File: src/common/nvm_timebase_pkg.sv
// Constants, field positions and types for the EEPROM program/erase timing block.
// Assumes a single clock domain fed by the oscillator clock input.
package nvm_timebase_pkg;
  // ----------------------------------------------------------------
  // Widths
  // ----------------------------------------------------------------
  localparam int DIV_WIDTH = 10;
  localparam int DIV_HIGH_WIDTH = 2;
  localparam int DIV_LOW_WIDTH = 8;
  localparam int ADDR_WIDTH = 11;
  localparam int TICK_WIDTH = 16;
  localparam int WCOUNT_WIDTH = 4;

  // ----------------------------------------------------------------
  // Program control register fields
  // ----------------------------------------------------------------
  localparam int CTRL_PULSE_BIT = 0;
  localparam int CTRL_LATCH_BIT = 1;
  localparam int CTRL_ERASE_BIT = 2;
  localparam int CTRL_AUTO_BIT = 5;
  localparam logic [7:0] CTRL_WRITABLE_MASK = 8'h27;

  // ----------------------------------------------------------------
  // Reset values
  // ----------------------------------------------------------------
  localparam logic [7:0] CTRL_RESET = 8'h00;
  localparam logic [DIV_HIGH_WIDTH-1:0] DIV_HIGH_RESET = 2'h0;
  localparam logic [DIV_LOW_WIDTH-1:0] DIV_LOW_RESET = 8'h00;

  // ----------------------------------------------------------------
  // Timing, in time base ticks, and selective write limit
  // ----------------------------------------------------------------
  localparam logic [TICK_WIDTH-1:0] PROGRAM_TICKS = 16'h0010;
  localparam logic [TICK_WIDTH-1:0] ERASE_TICKS = 16'h0020;
  localparam logic [WCOUNT_WIDTH-1:0] MAX_SELECTIVE_WRITES = 4'h8;

  // ----------------------------------------------------------------
  // Pulse state machine
  // ----------------------------------------------------------------
  typedef enum logic [2:0] {
    ST_IDLE = 3'b001,
    ST_AUTO = 3'b010,
    ST_MANUAL = 3'b100
  } pulse_state_type;
endpackage

File: src/core/timebase_divider.sv
// Programmable time base divider: one tick every div_value+1 clocks while run is high.
// Assumes its clock is the oscillator clock, independent of bus clock settings.
module timebase_divider
  import nvm_timebase_pkg::*;
(
  input wire logic core_clk,
  input wire logic nrst,
  input wire logic ce,
  input wire logic run,
  input wire logic [DIV_WIDTH-1:0] div_value,
  output logic tick
);
  logic [DIV_WIDTH-1:0] count;
  logic [DIV_WIDTH-1:0] next_count;
  logic next_tick;

  // Restart from the full ratio whenever idle, so every operation starts on a whole period
  always_comb begin
    next_count = count;
    next_tick = 1'b0;
    if (!run) begin
      next_count = div_value;
    end else if (count == '0) begin
      next_count = div_value;
      next_tick = 1'b1;
    end else begin
      next_count = DIV_WIDTH'(count - 1'b1);
    end
  end

  // Divider state registers
  always_ff @(posedge core_clk or negedge nrst) begin
    if (!nrst) begin
      count <= '0;
      tick <= 1'b0;
    end else if (ce) begin
      count <= next_count;
      tick <= next_tick;
    end
  end
endmodule

File: src/core/eeprom_program_timebase_ctrl.sv
// EEPROM program/erase timing control: divider registers, program control, pulse timing.
// Assumes core_clk is the oscillator clock input and shadow_word is stable from reset on.
//
// How it works
// - Divider clocked from oscillator clock, not bus.
// - Ten-bit ratio split over high/low registers.
// - Divider registers reload from shadow word after reset.
// - Control bit 5 enables automatic timing.
// - Hardware clears pulse bit when automatic operation completes.
// - Up to eight writes per location between erases; only the last location written is counted, any erase clears it.
module eeprom_program_timebase_ctrl
  import nvm_timebase_pkg::*;
(
  input wire logic core_clk,
  input wire logic nrst,
  input wire logic ce,
  input wire logic [DIV_WIDTH-1:0] shadow_word,
  input wire logic ctrl_write,
  input wire logic [7:0] ctrl_wdata,
  input wire logic div_high_write,
  input wire logic [DIV_HIGH_WIDTH-1:0] div_high_wdata,
  input wire logic div_low_write,
  input wire logic [DIV_LOW_WIDTH-1:0] div_low_wdata,
  input wire logic [ADDR_WIDTH-1:0] target_addr,
  output logic [7:0] nvm_program_control,
  output logic [DIV_HIGH_WIDTH-1:0] nvm_timebase_div_high,
  output logic [DIV_LOW_WIDTH-1:0] nvm_timebase_div_low,
  output logic hv_enable,
  output logic op_done,
  output logic write_refused,
  output logic [WCOUNT_WIDTH-1:0] write_count
);
  // ----------------------------------------------------------------
  // Helpers
  // ----------------------------------------------------------------
  // Length of the operation in time base ticks
  function automatic logic [TICK_WIDTH-1:0] op_ticks(input logic erase_sel);
    op_ticks = erase_sel ? ERASE_TICKS : PROGRAM_TICKS;
  endfunction

  pulse_state_type state;
  pulse_state_type next_state;
  logic shadow_loaded;
  logic next_shadow_loaded;
  logic [DIV_HIGH_WIDTH-1:0] next_div_high;
  logic [DIV_LOW_WIDTH-1:0] next_div_low;
  logic [7:0] next_ctrl;
  logic [TICK_WIDTH-1:0] tick_count;
  logic [TICK_WIDTH-1:0] next_tick_count;
  logic [ADDR_WIDTH-1:0] last_addr;
  logic [ADDR_WIDTH-1:0] next_last_addr;
  logic [WCOUNT_WIDTH-1:0] next_write_count;
  logic next_hv_enable;
  logic next_op_done;
  logic next_write_refused;
  logic tick;
  logic [7:0] ctrl_new;
  logic start_req;
  logic same_loc;
  logic limit_hit;
  logic auto_finish;

  // ----------------------------------------------------------------
  // Time base
  // ----------------------------------------------------------------
  // Runs only during an automatic pulse; the clock is the oscillator, never the bus clock
  timebase_divider u_divider (
    .core_clk(core_clk),
    .nrst(nrst),
    .ce(ce),
    .run(state == ST_AUTO),
    .div_value({nvm_timebase_div_high, nvm_timebase_div_low}),
    .tick(tick)
  );

  // ----------------------------------------------------------------
  // Divider registers
  // ----------------------------------------------------------------
  // Reset clears them to constants; the first enabled edge copies the shadow word in.
  // Writes are held off while a pulse runs so the ratio cannot shift mid-operation.
  always_comb begin
    next_shadow_loaded = 1'b1;
    next_div_high = nvm_timebase_div_high;
    next_div_low = nvm_timebase_div_low;
    if (!shadow_loaded) begin
      next_div_high = shadow_word[DIV_WIDTH-1:DIV_LOW_WIDTH];
      next_div_low = shadow_word[DIV_LOW_WIDTH-1:0];
    end else if (state == ST_IDLE) begin
      if (div_high_write) begin
        next_div_high = div_high_wdata;
      end
      if (div_low_write) begin
        next_div_low = div_low_wdata;
      end
    end
  end

  // Divider register flops
  always_ff @(posedge core_clk or negedge nrst) begin
    if (!nrst) begin
      shadow_loaded <= 1'b0;
      nvm_timebase_div_high <= DIV_HIGH_RESET;
      nvm_timebase_div_low <= DIV_LOW_RESET;
    end else if (ce) begin
      shadow_loaded <= next_shadow_loaded;
      nvm_timebase_div_high <= next_div_high;
      nvm_timebase_div_low <= next_div_low;
    end
  end

  // ----------------------------------------------------------------
  // Program control and pulse sequencing
  // ----------------------------------------------------------------
  assign ctrl_new = ctrl_wdata & CTRL_WRITABLE_MASK;
  assign start_req = ctrl_write && ctrl_new[CTRL_PULSE_BIT];
  assign same_loc = (target_addr == last_addr) && (write_count != '0);
  assign limit_hit = !ctrl_new[CTRL_ERASE_BIT] && same_loc && (write_count == MAX_SELECTIVE_WRITES);
  assign auto_finish = tick && (tick_count == TICK_WIDTH'(op_ticks(nvm_program_control[CTRL_ERASE_BIT]) - 1'b1));

  // Only the pulse bit may change while busy; a software clear aborts an automatic pulse
  always_comb begin
    next_state = state;
    next_ctrl = nvm_program_control;
    next_tick_count = tick_count;
    next_last_addr = last_addr;
    next_write_count = write_count;
    next_op_done = 1'b0;
    next_write_refused = 1'b0;
    case (state)
      ST_IDLE: begin
        if (ctrl_write) begin
          next_ctrl = ctrl_new;
          if (start_req && limit_hit) begin
            next_ctrl[CTRL_PULSE_BIT] = 1'b0;
            next_write_refused = 1'b1;
          end else if (start_req) begin
            next_state = ctrl_new[CTRL_AUTO_BIT] ? ST_AUTO : ST_MANUAL;
            next_tick_count = '0;
            next_last_addr = target_addr;
            if (ctrl_new[CTRL_ERASE_BIT]) begin
              next_write_count = '0;
            end else if (same_loc) begin
              next_write_count = WCOUNT_WIDTH'(write_count + 1'b1);
            end else begin
              next_write_count = 4'h1;
            end
          end
        end
      end
      ST_AUTO: begin
        if (ctrl_write && !ctrl_wdata[CTRL_PULSE_BIT]) begin
          next_ctrl[CTRL_PULSE_BIT] = 1'b0;
          next_state = ST_IDLE;
        end else if (auto_finish) begin
          next_ctrl[CTRL_PULSE_BIT] = 1'b0;
          next_op_done = 1'b1;
          next_state = ST_IDLE;
          next_tick_count = '0;
        end else if (tick) begin
          next_tick_count = TICK_WIDTH'(tick_count + 1'b1);
        end
      end
      ST_MANUAL: begin
        // Software owns the duration here, so it must honour the minimum itself
        if (ctrl_write && !ctrl_wdata[CTRL_PULSE_BIT]) begin
          next_ctrl[CTRL_PULSE_BIT] = 1'b0;
          next_op_done = 1'b1;
          next_state = ST_IDLE;
        end
      end
      default: begin
        next_state = ST_IDLE;
        next_ctrl[CTRL_PULSE_BIT] = 1'b0;
      end
    endcase
    next_hv_enable = (next_state != ST_IDLE);
  end

  // Sequencer flops
  always_ff @(posedge core_clk or negedge nrst) begin
    if (!nrst) begin
      state <= ST_IDLE;
      nvm_program_control <= CTRL_RESET;
      tick_count <= '0;
      last_addr <= '0;
      write_count <= '0;
      hv_enable <= 1'b0;
      op_done <= 1'b0;
      write_refused <= 1'b0;
    end else if (ce) begin
      state <= next_state;
      nvm_program_control <= next_ctrl;
      tick_count <= next_tick_count;
      last_addr <= next_last_addr;
      write_count <= next_write_count;
      hv_enable <= next_hv_enable;
      op_done <= next_op_done;
      write_refused <= next_write_refused;
    end
  end
endmodule

File: config.mk
export PLATFORM = sky130hd
export DESIGN_NAME = eeprom_program_timebase_ctrl
export DESIGN_NICKNAME = d
export VERILOG_FILES = /design/src/common/nvm_timebase_pkg.sv /design/src/core/timebase_divider.sv /design/src/core/eeprom_program_timebase_ctrl.sv
export SDC_FILE = /design/constraint.sdc
export NUM_CORES = 1
export LEC_CHECK = 0
export CORE_UTILIZATION = 38
export CTS_BUF_LIST = sky130_fd_sc_hd__clkbuf_8
export DETAILED_ROUTE_END_ITERATION = 7
export DONT_BUFFER_PORTS = 1
export PLACE_DENSITY = 0.58
export SETUP_SLACK_MARGIN = 0.02
export SYNTH_ARGS = -nofsm -noshare
export SYNTH_HDL_FRONTEND = slang
export SYNTH_SLANG_ARGS = --single-unit
File: constraint.sdc
create_clock -name core_clk -period 5.3 [get_ports core_clk]
set_input_delay 1.06 -clock core_clk [delete_from_list [all_inputs] [get_ports core_clk]]
set_output_delay 1.06 -clock core_clk [all_outputs]
set_load 0.01 [all_outputs]
==> results_dict.tcl, run 1 <==
set metrics [dict create \
    status "finished, violations left" \
    violations "design-rule violations" \
    grt_usage_pct 17.2 \
    cts_tree "done" \
    combPwrFrac_pct 16.9 \
    ios 70 \
    gp_congestion 0.781 \
    p_leak_nw 1.69 \
    layout.nets 411 \
    dp_hpwl_um 5550 \
    worst_ep_arrival_time_ns 2.96 \
    pre_cts_ws_ns 2.22 \
    final_cell_area_um2 3810 \
    worstPathCellList "inv_1 -> ha_1 -> or3b_1 -> nand4_1 -> nor4_4 -> nor2_1 -> mux2_2" \
    swShare_pct 30.2 \
    synth_area_leaders "dfrtp_1 44%, mux2_2 5.7%, o21ai_0 3.5%, nand2_1 3.1%, a21oi_1 3.0%" \
    routed_wl_um 7810 \
    grt_setup_unrepaired "false" \
    finalMaxSlewViolations 0 \
    hold_class "in -> async" \
    grt_max_degree 64 \
    crit_fanout 14 \
    fmax_mhz 366 \
    synth_top_cell_area_share_pct 44.0 \
    portBuffers 0 \
    core_area_um2 8850 \
    p_clk_share_pct 32.6 \
    layout-drive-gt1-share_pct 12.0 \
    async_flop_share_pct 100 \
    vias_per_cell 5.80 \
    antenna_found_initial 0 \
    synth_cells 363 \
    worst_path_max_delay_cell "nor2_1" \
    row_count 34 \
    yosys_warnings 0 \
    clock_latency_ns 0.35 \
    post_dp_cell_area_um2 3600 \
    fin_ws_ns 2.57 \
    synthToLayoutAreaGrowth_pct 7.83 \
    antenna_cells 0 \
    yosysUniqueCellTypes 60 \
    yosysMostFrequentCell "dfrtp_1" \
    cts_sinks 63 \
    start_util_pct 39.9 \
    power_density_nw_per_um2 356 \
    dr_total_vias 2750 \
    seqPwrFrac_pct 50.5 \
    cts_buffers 9 \
    path_buf_inv 1 \
    vdd_ir_drop_max_v 0.000171 \
    worst_setup_path_end_kind "register" \
    syn_avg_cell_area_um2 9.72 \
    synth_edf_count 0 \
    period_needed_ns 2.73 \
    post-cts-setup-buffers 0 \
    cap_viol_max_count 0 \
    total_power_mw 1.35 \
    h-tree-depth 3 \
    synthesis.area_um2 3530 \
    n_fill_cell 874 \
    dieArea_um2 9680 \
    ctsHoldBuffers 0 \
    ys_ff_latch 63 \
    p_switching_uw 409 \
    root_buffer "clkbuf_8" \
    ys_seq_area_share_pct 44.7 \
    grt_overflow 0 \
    cts.path.max_buffers 2 \
    die_y_um 98.4 \
    clock-skew-final_ns 0.0100 \
    postRouteAntennaNets 0 \
    tightest_slew_ns 1.06 \
    finalCritPeriodShare_pct 51.5 \
    max_stage_delay_ns 0.82 \
    p_int_uw 945 \
    routedWlPerCell_um 16.5 \
    first_pass_iters 8 \
    post_cts_resized 0 \
    grt_pass1_vias 2603 \
    grt_pass1_wl_um 13100 \
    worstPathRequired_ns 5.53 \
    setup_viol 0 \
    critPathLaunchType "register" \
    fin_util_pct 43.0 \
    maxSlewHeadroom_pct 28.8 \
    clk_pin_slew_ns 0.08 \
    synth_flop_cell "dfrtp_1" \
    drt_iter0_markers 176 \
    synth.top_cells.by_count "62 x dfrtp_1, 29 x nand2_1, 25 x o21ai_0" \
    fin_tns_setup_ns 0 \
    critical_path.top_delay_family "simple AND/OR/NAND/NOR gates" \
    drc_errors 1 \
    dieWidth_um 98.4 \
    synth.largest_area_cell "dfrtp_1" \
    crit_type "reg -> reg" \
    hold_violations 0 \
]
==> state kept, by name (all words and copies together), names as in the netlist <==
register	count
tick_count	16
write_refused	1
write_count	4
nvm_program_control	4
op_done	1
u_divider.count	10
shadow_loaded	1
hv_enable	1
nvm_timebase_div_low	8
state	3
u_divider.tick	1
last_addr	11
nvm_timebase_div_high	2
==> cell families (layout without fill, tap and decap cells) <==
family / Yosys count / after routing / share of synthesized area [%]
DFF: 63 / 63 / 44.7
muxes: 29 / 29 / 8.90
adders and majority gates: 5 / 5 / 1.77
other: 1 / 4 / 0.106
and+or+nand+nor: 137 / 137 / 21.3
xor gates and xnor gates: 12 / 12 / 2.98
buffers and inverters: 28 / 28 / 3.72
AOI/OAI and AO/OA: 88 / 88 / 16.5
==> power by group through the flow <==
stage / sequential [mW] / combinational (mW) / clock (mW)
floorplan: 0.660 / 0.207 / 0
global placement: 0.690 / 0.225 / 0
detailed placement: 0.694 / 0.232 / 0
CTS: 0.685 / 0.232 / 0.453
global route: 0.698 / 0.263 / 0.471
finish: 0.684 / 0.229 / 0.441
==> cell type report <==
class	instances	area, um^2	area share (%)
flip-flops and latches	63	1580	41.5
clock inverters	4	43.8	1.15
multi-input cells	275	1830	48.1
repair buffers	2	15.0	0.394
inverters	10	37.5	0.986
well taps	108	135	3.55
clock buffers	12	165	4.34
==> layer usage <==
layer  GRT usage, %  part of all wire (%)  up-vias
li1               -                     -     1328
met1           22.8                    47     1343
met2           25.6                    45       63
met3           5.23                   6.0       16
met4           8.04                   2.1        0
met5              0                     0        -
==> worst reg2reg max path, delay by kind of cell, from the launching register on <==
family | cells | cell delay, ns
and+or+nand+nor | 4 | 1.48
adders and majority gates | 1 | 0.16
buffers and inverters | 1 | 0.10
DFF | 1 | 0.46
muxes | 1 | 0.42
==> per-stage QoR <==
stage / hold WS, ns / instances
detailed placement: 0.504 / 458
CTS: 0.382 / 474
floorplan: 0.480 / 366
global placement: 0.491 / 458
global route: 0.379 / 474
finish: 0.398 / 474
==> final timing paths <==
path / end / start / slack, ns / cells past startpoint
setup / recovery: last_addr[0] / write_count[0] / 2.57 / 7
hold / removal: tick_count[7] / nrst / 0.40 / 0
setup reg to reg: last_addr[0] / write_count[0] / 2.57 / 7
hold reg to reg: last_addr[8] / last_addr[8] / 0.51 / 1
max in group asynchronous: state[0] / nrst / 4.70 / 0
min in group core_clk: last_addr[8] / last_addr[8] / 0.51 / 1
==> placed cells by master, fill, tap and decap left out, types with 6 or more instances in the layout <==
cell / n
a21oi_1: 21
a221o_1: 10
and3_1: 13
clkbuf_8: 12
dfrtp_1: 62
inv_1: 11
mux2_2: 18
mux2i_1: 10
nand2_1: 29
nand3_1: 18
nor2_1: 24
nor3_1: 10
nor4_1: 6
o21ai_0: 25
xnor2_1: 12
No activity file was read; power rests on OpenSTA's default activity.
==> inputs of run 2 (changes only) <==
--- a/config.mk
+++ b/config.mk
@@ -5,11 +5,12 @@
 export SDC_FILE = /design/constraint.sdc
 export NUM_CORES = 1
 export LEC_CHECK = 0
+export ABC_AREA = 1
 export CORE_UTILIZATION = 38
 export CTS_BUF_LIST = sky130_fd_sc_hd__clkbuf_8
 export DETAILED_ROUTE_END_ITERATION = 7
 export DONT_BUFFER_PORTS = 1
-export PLACE_DENSITY = 0.58
+export PLACE_DENSITY = 0.6
 export SETUP_SLACK_MARGIN = 0.02
 export SYNTH_ARGS = -nofsm -noshare
 export SYNTH_HDL_FRONTEND = slang
==> constraint.sdc (replaced) <==
create_clock -name core_clk -period 2.4 [get_ports core_clk]
set_input_delay 0.48 -clock core_clk [delete_from_list [all_inputs] [get_ports core_clk]]
set_output_delay 0.48 -clock core_clk [all_outputs]
set_load 0.01 [all_outputs]
==> run 2 against run 1 <==
Effect of this change:
- the flow now finishes without violations
- synthesized cell count is 47% higher
- register-to-register slack got worse by 2.2 ns
- cell area up 11%
- critical path depth down 1
- sequential cell count did not move
- utilization hardly changed
- combinational power grew to 4.3 times the previous value
- maximum frequency up 35%
- largest power group unchanged
==> results_dict.tcl, run 2 <==
set metrics [dict create \
    n_fill_cell 1055 \
    finalMaxSlewViolations 0 \
    root_buffer "clkbuf_8" \
    p_leak_nw 1.96 \
    regMostFlops "tick_count" \
    final_cell_area_um2 4220 \
    portBuffers 0 \
    grt_max_degree 64 \
    clock_latency_ns 0.34 \
    antenna_found_initial 0 \
    synth_area_leaders "dfrtp_1 40%, nand2_1 15%, nor2_1 7.0%, nand3_1 4.5%, inv_1 4.2%" \
    worstPathRequired_ns 2.63 \
    post_dp_cell_area_um2 4010 \
    ios 70 \
    fin_ws_ns 0.373 \
    grt_pass1_vias 3222 \
    critPathLaunchType "register" \
    status "finished, final reports clean" \
    setup_viol 0 \
    synth.top_cells.by_count "150 x nand2_1, 72 x nor2_1, 62 x dfrtp_1" \
    crit_fanout 12 \
    grt_overflow 0 \
    postRouteAntennaNets 0 \
    seq_area_um2 1580 \
    synth.largest_area_cell "dfrtp_1" \
    syn_avg_cell_area_um2 7.23 \
    dr_total_vias 3402 \
    layout_commonest_cell "nand2_1" \
    seqPwrFrac_pct 47.6 \
    maxSlewHeadroom_pct 58.9 \
    dieWidth_um 103 \
    worst_ep_arrival_time_ns 2.26 \
    ys_ff_latch 63 \
    pre_cts_ws_ns 0.361 \
    synthToLayoutAreaGrowth_pct 9.48 \
    yosys_warnings 0 \
    largest_register_ffs 16 \
    met3_usage_pct 5.02 \
    layout-drive-gt1-share_pct 9.74 \
    synth_flop_cell "dfrtp_1" \
    met1_usage_pct 22.5 \
    async_flop_share_pct 100 \
    worst_setup_path_end_kind "register" \
    finalCritPeriodShare_pct 84.5 \
    h-tree-depth 3 \
    reg_top3 "tick_count x16, last_addr x11, u_divider.count x10" \
    start_util_pct 39.3 \
    grt_busiest_layer "met2" \
    drt_iter0_markers 135 \
    cts_buffers 9 \
    crit_type "reg -> reg" \
    row_count 36 \
    grt_util_met2_pct 30.1 \
    gp_congestion 0.867 \
    cts.path.max_buffers 2 \
    clk_pin_slew_ns 0.08 \
    yosysUniqueCellTypes 43 \
    cap_viol_max_count 0 \
    ys_seq_area_share_pct 40.9 \
    combPwrFrac_pct 28.2 \
    antenna_cells 0 \
    multi_input_area_um2 1970 \
    tightest_slew_ns 0.615 \
    dp_hpwl_um 6170 \
    clock-skew-final_ns 0.0125 \
    cts_sinks 63 \
    power_density_nw_per_um2 832 \
    synth_edf_count 0 \
    grt_usage_pct 17.8 \
    grt_pass1_wl_um 14800 \
    vdd_ir_drop_max_v 0.000360 \
    grt_setup_unrepaired "false" \
    period_needed_ns 2.03 \
    vias_per_cell 5.03 \
    final_cell_mix "150 x nand2_1, 72 x nor2_1, 62 x dfrtp_1, 44 x inv_1, 35 x nand3_1" \
    p_switching_mw 1.33 \
    routed_wl_um 8610 \
    synth_cells 533 \
    core_area_um2 9820 \
    fin_tns_setup_ns 0 \
    hold_class "in -> async" \
    fmax_mhz 493 \
    p_clk_share_pct 24.2 \
    fin_util_pct 43.0 \
    synth_top_cell_area_share_pct 40.2 \
    dieArea_um2 10600 \
    hold_violations 0 \
    yosysMostFrequentCell "nand2_1" \
    cts_tree "done" \
    swShare_pct 37.9 \
    p_int_mw 2.18 \
    die_y_um 103 \
    routedWlPerCell_um 12.7 \
    first_pass_iters 4 \
    drc_errors 0 \
    layout.nets 589 \
    synthesis.area_um2 3850 \
]
## run 2: cell count changes in the layout (fill, tap and decap cells not counted), sizes merged, moves of 11 or more
cell	previous run	this run
nand4	5	21
buf	2	13
and3	13	0
nand2	29	152
mux2	19	0
inv	11	54
nor2	24	74
nand3	18	38
## run 2: power by group through the flow
stage               sequential (mW)  clock (mW)  combinational, mW
CTS                            1.67       0.882               1.00
floorplan                      1.63           0              0.783
finish                         1.67       0.851              0.989
detailed placement             1.69           0              0.971
global placement               1.68           0              0.942
global route                   1.72       0.937               1.16
## run 2: cells by family (layout without fill, tap and decap cells)
family / Yosys count / after routing / share of synthesized area (%)
AOI/OAI and AO/OA: 63 / 63 / 9.28
xor gates and xnor gates: 16 / 16 / 3.64
adders and majority gates: 5 / 5 / 1.62
buffers and inverters: 75 / 83 / 8.28
DFF: 63 / 63 / 40.9
other: 1 / 4 / 0.0973
and+or+nand+nor: 310 / 310 / 36.2
## run 2: worst paths after layout
check / start / end / slack (ns) / cells after the start
max in group asynchronous: nrst / state[0] / 2.08 / 1
setup / recovery: state[0] / nvm_timebase_div_low[4] / 0.37 / 6
hold / removal: nrst / nvm_program_control[0] / 0.01 / 1
min in group core_clk: ce / u_divider.count[0] / 0.22 / 1
hold reg to reg: last_addr[3] / last_addr[3] / 0.50 / 2
setup reg to reg: state[0] / nvm_timebase_div_low[4] / 0.37 / 6
## run 2: repair_timing
action / CTS / global route
gates resized for setup: 0 / 0
hold buffers: 1 / 0
hold endpoints to repair: 63 / 0
setup buffers: 0 / 0
## run 2: through the flow
stage,hold slack (ns),cells,total power [mW]
finish,0.0147,677,3.51
global route,0.0153,677,3.81
CTS,0.0154,677,3.56
detailed placement,0.186,660,2.66
global placement,0.187,660,2.62
floorplan,0.184,536,2.42
## run 2: metal layers
layer	share of wire (%)	wire length, um
met5	0	0
met4	0.56	48
met2	49	4200
met3	3.8	325
met1	47	4030
## run 2: cell type report
cell class	instances	share of cell area [%]
clock inverters	5	0.830
well taps	133	3.94
multi-input cells	398	46.7
flip-flops and latches	63	37.4
inverters	54	4.80
repair buffers	13	2.79
clock buffers	11	3.59
## run 2: critical path, cell delays in order, from the launching register on
cell and delay, ns:
dfstp_2 0.56, nand3_1 0.17, inv_2 0.19, o21ai_1 0.16
nor2_1 0.52, o21ai_0 0.19, o21a_1 0.14
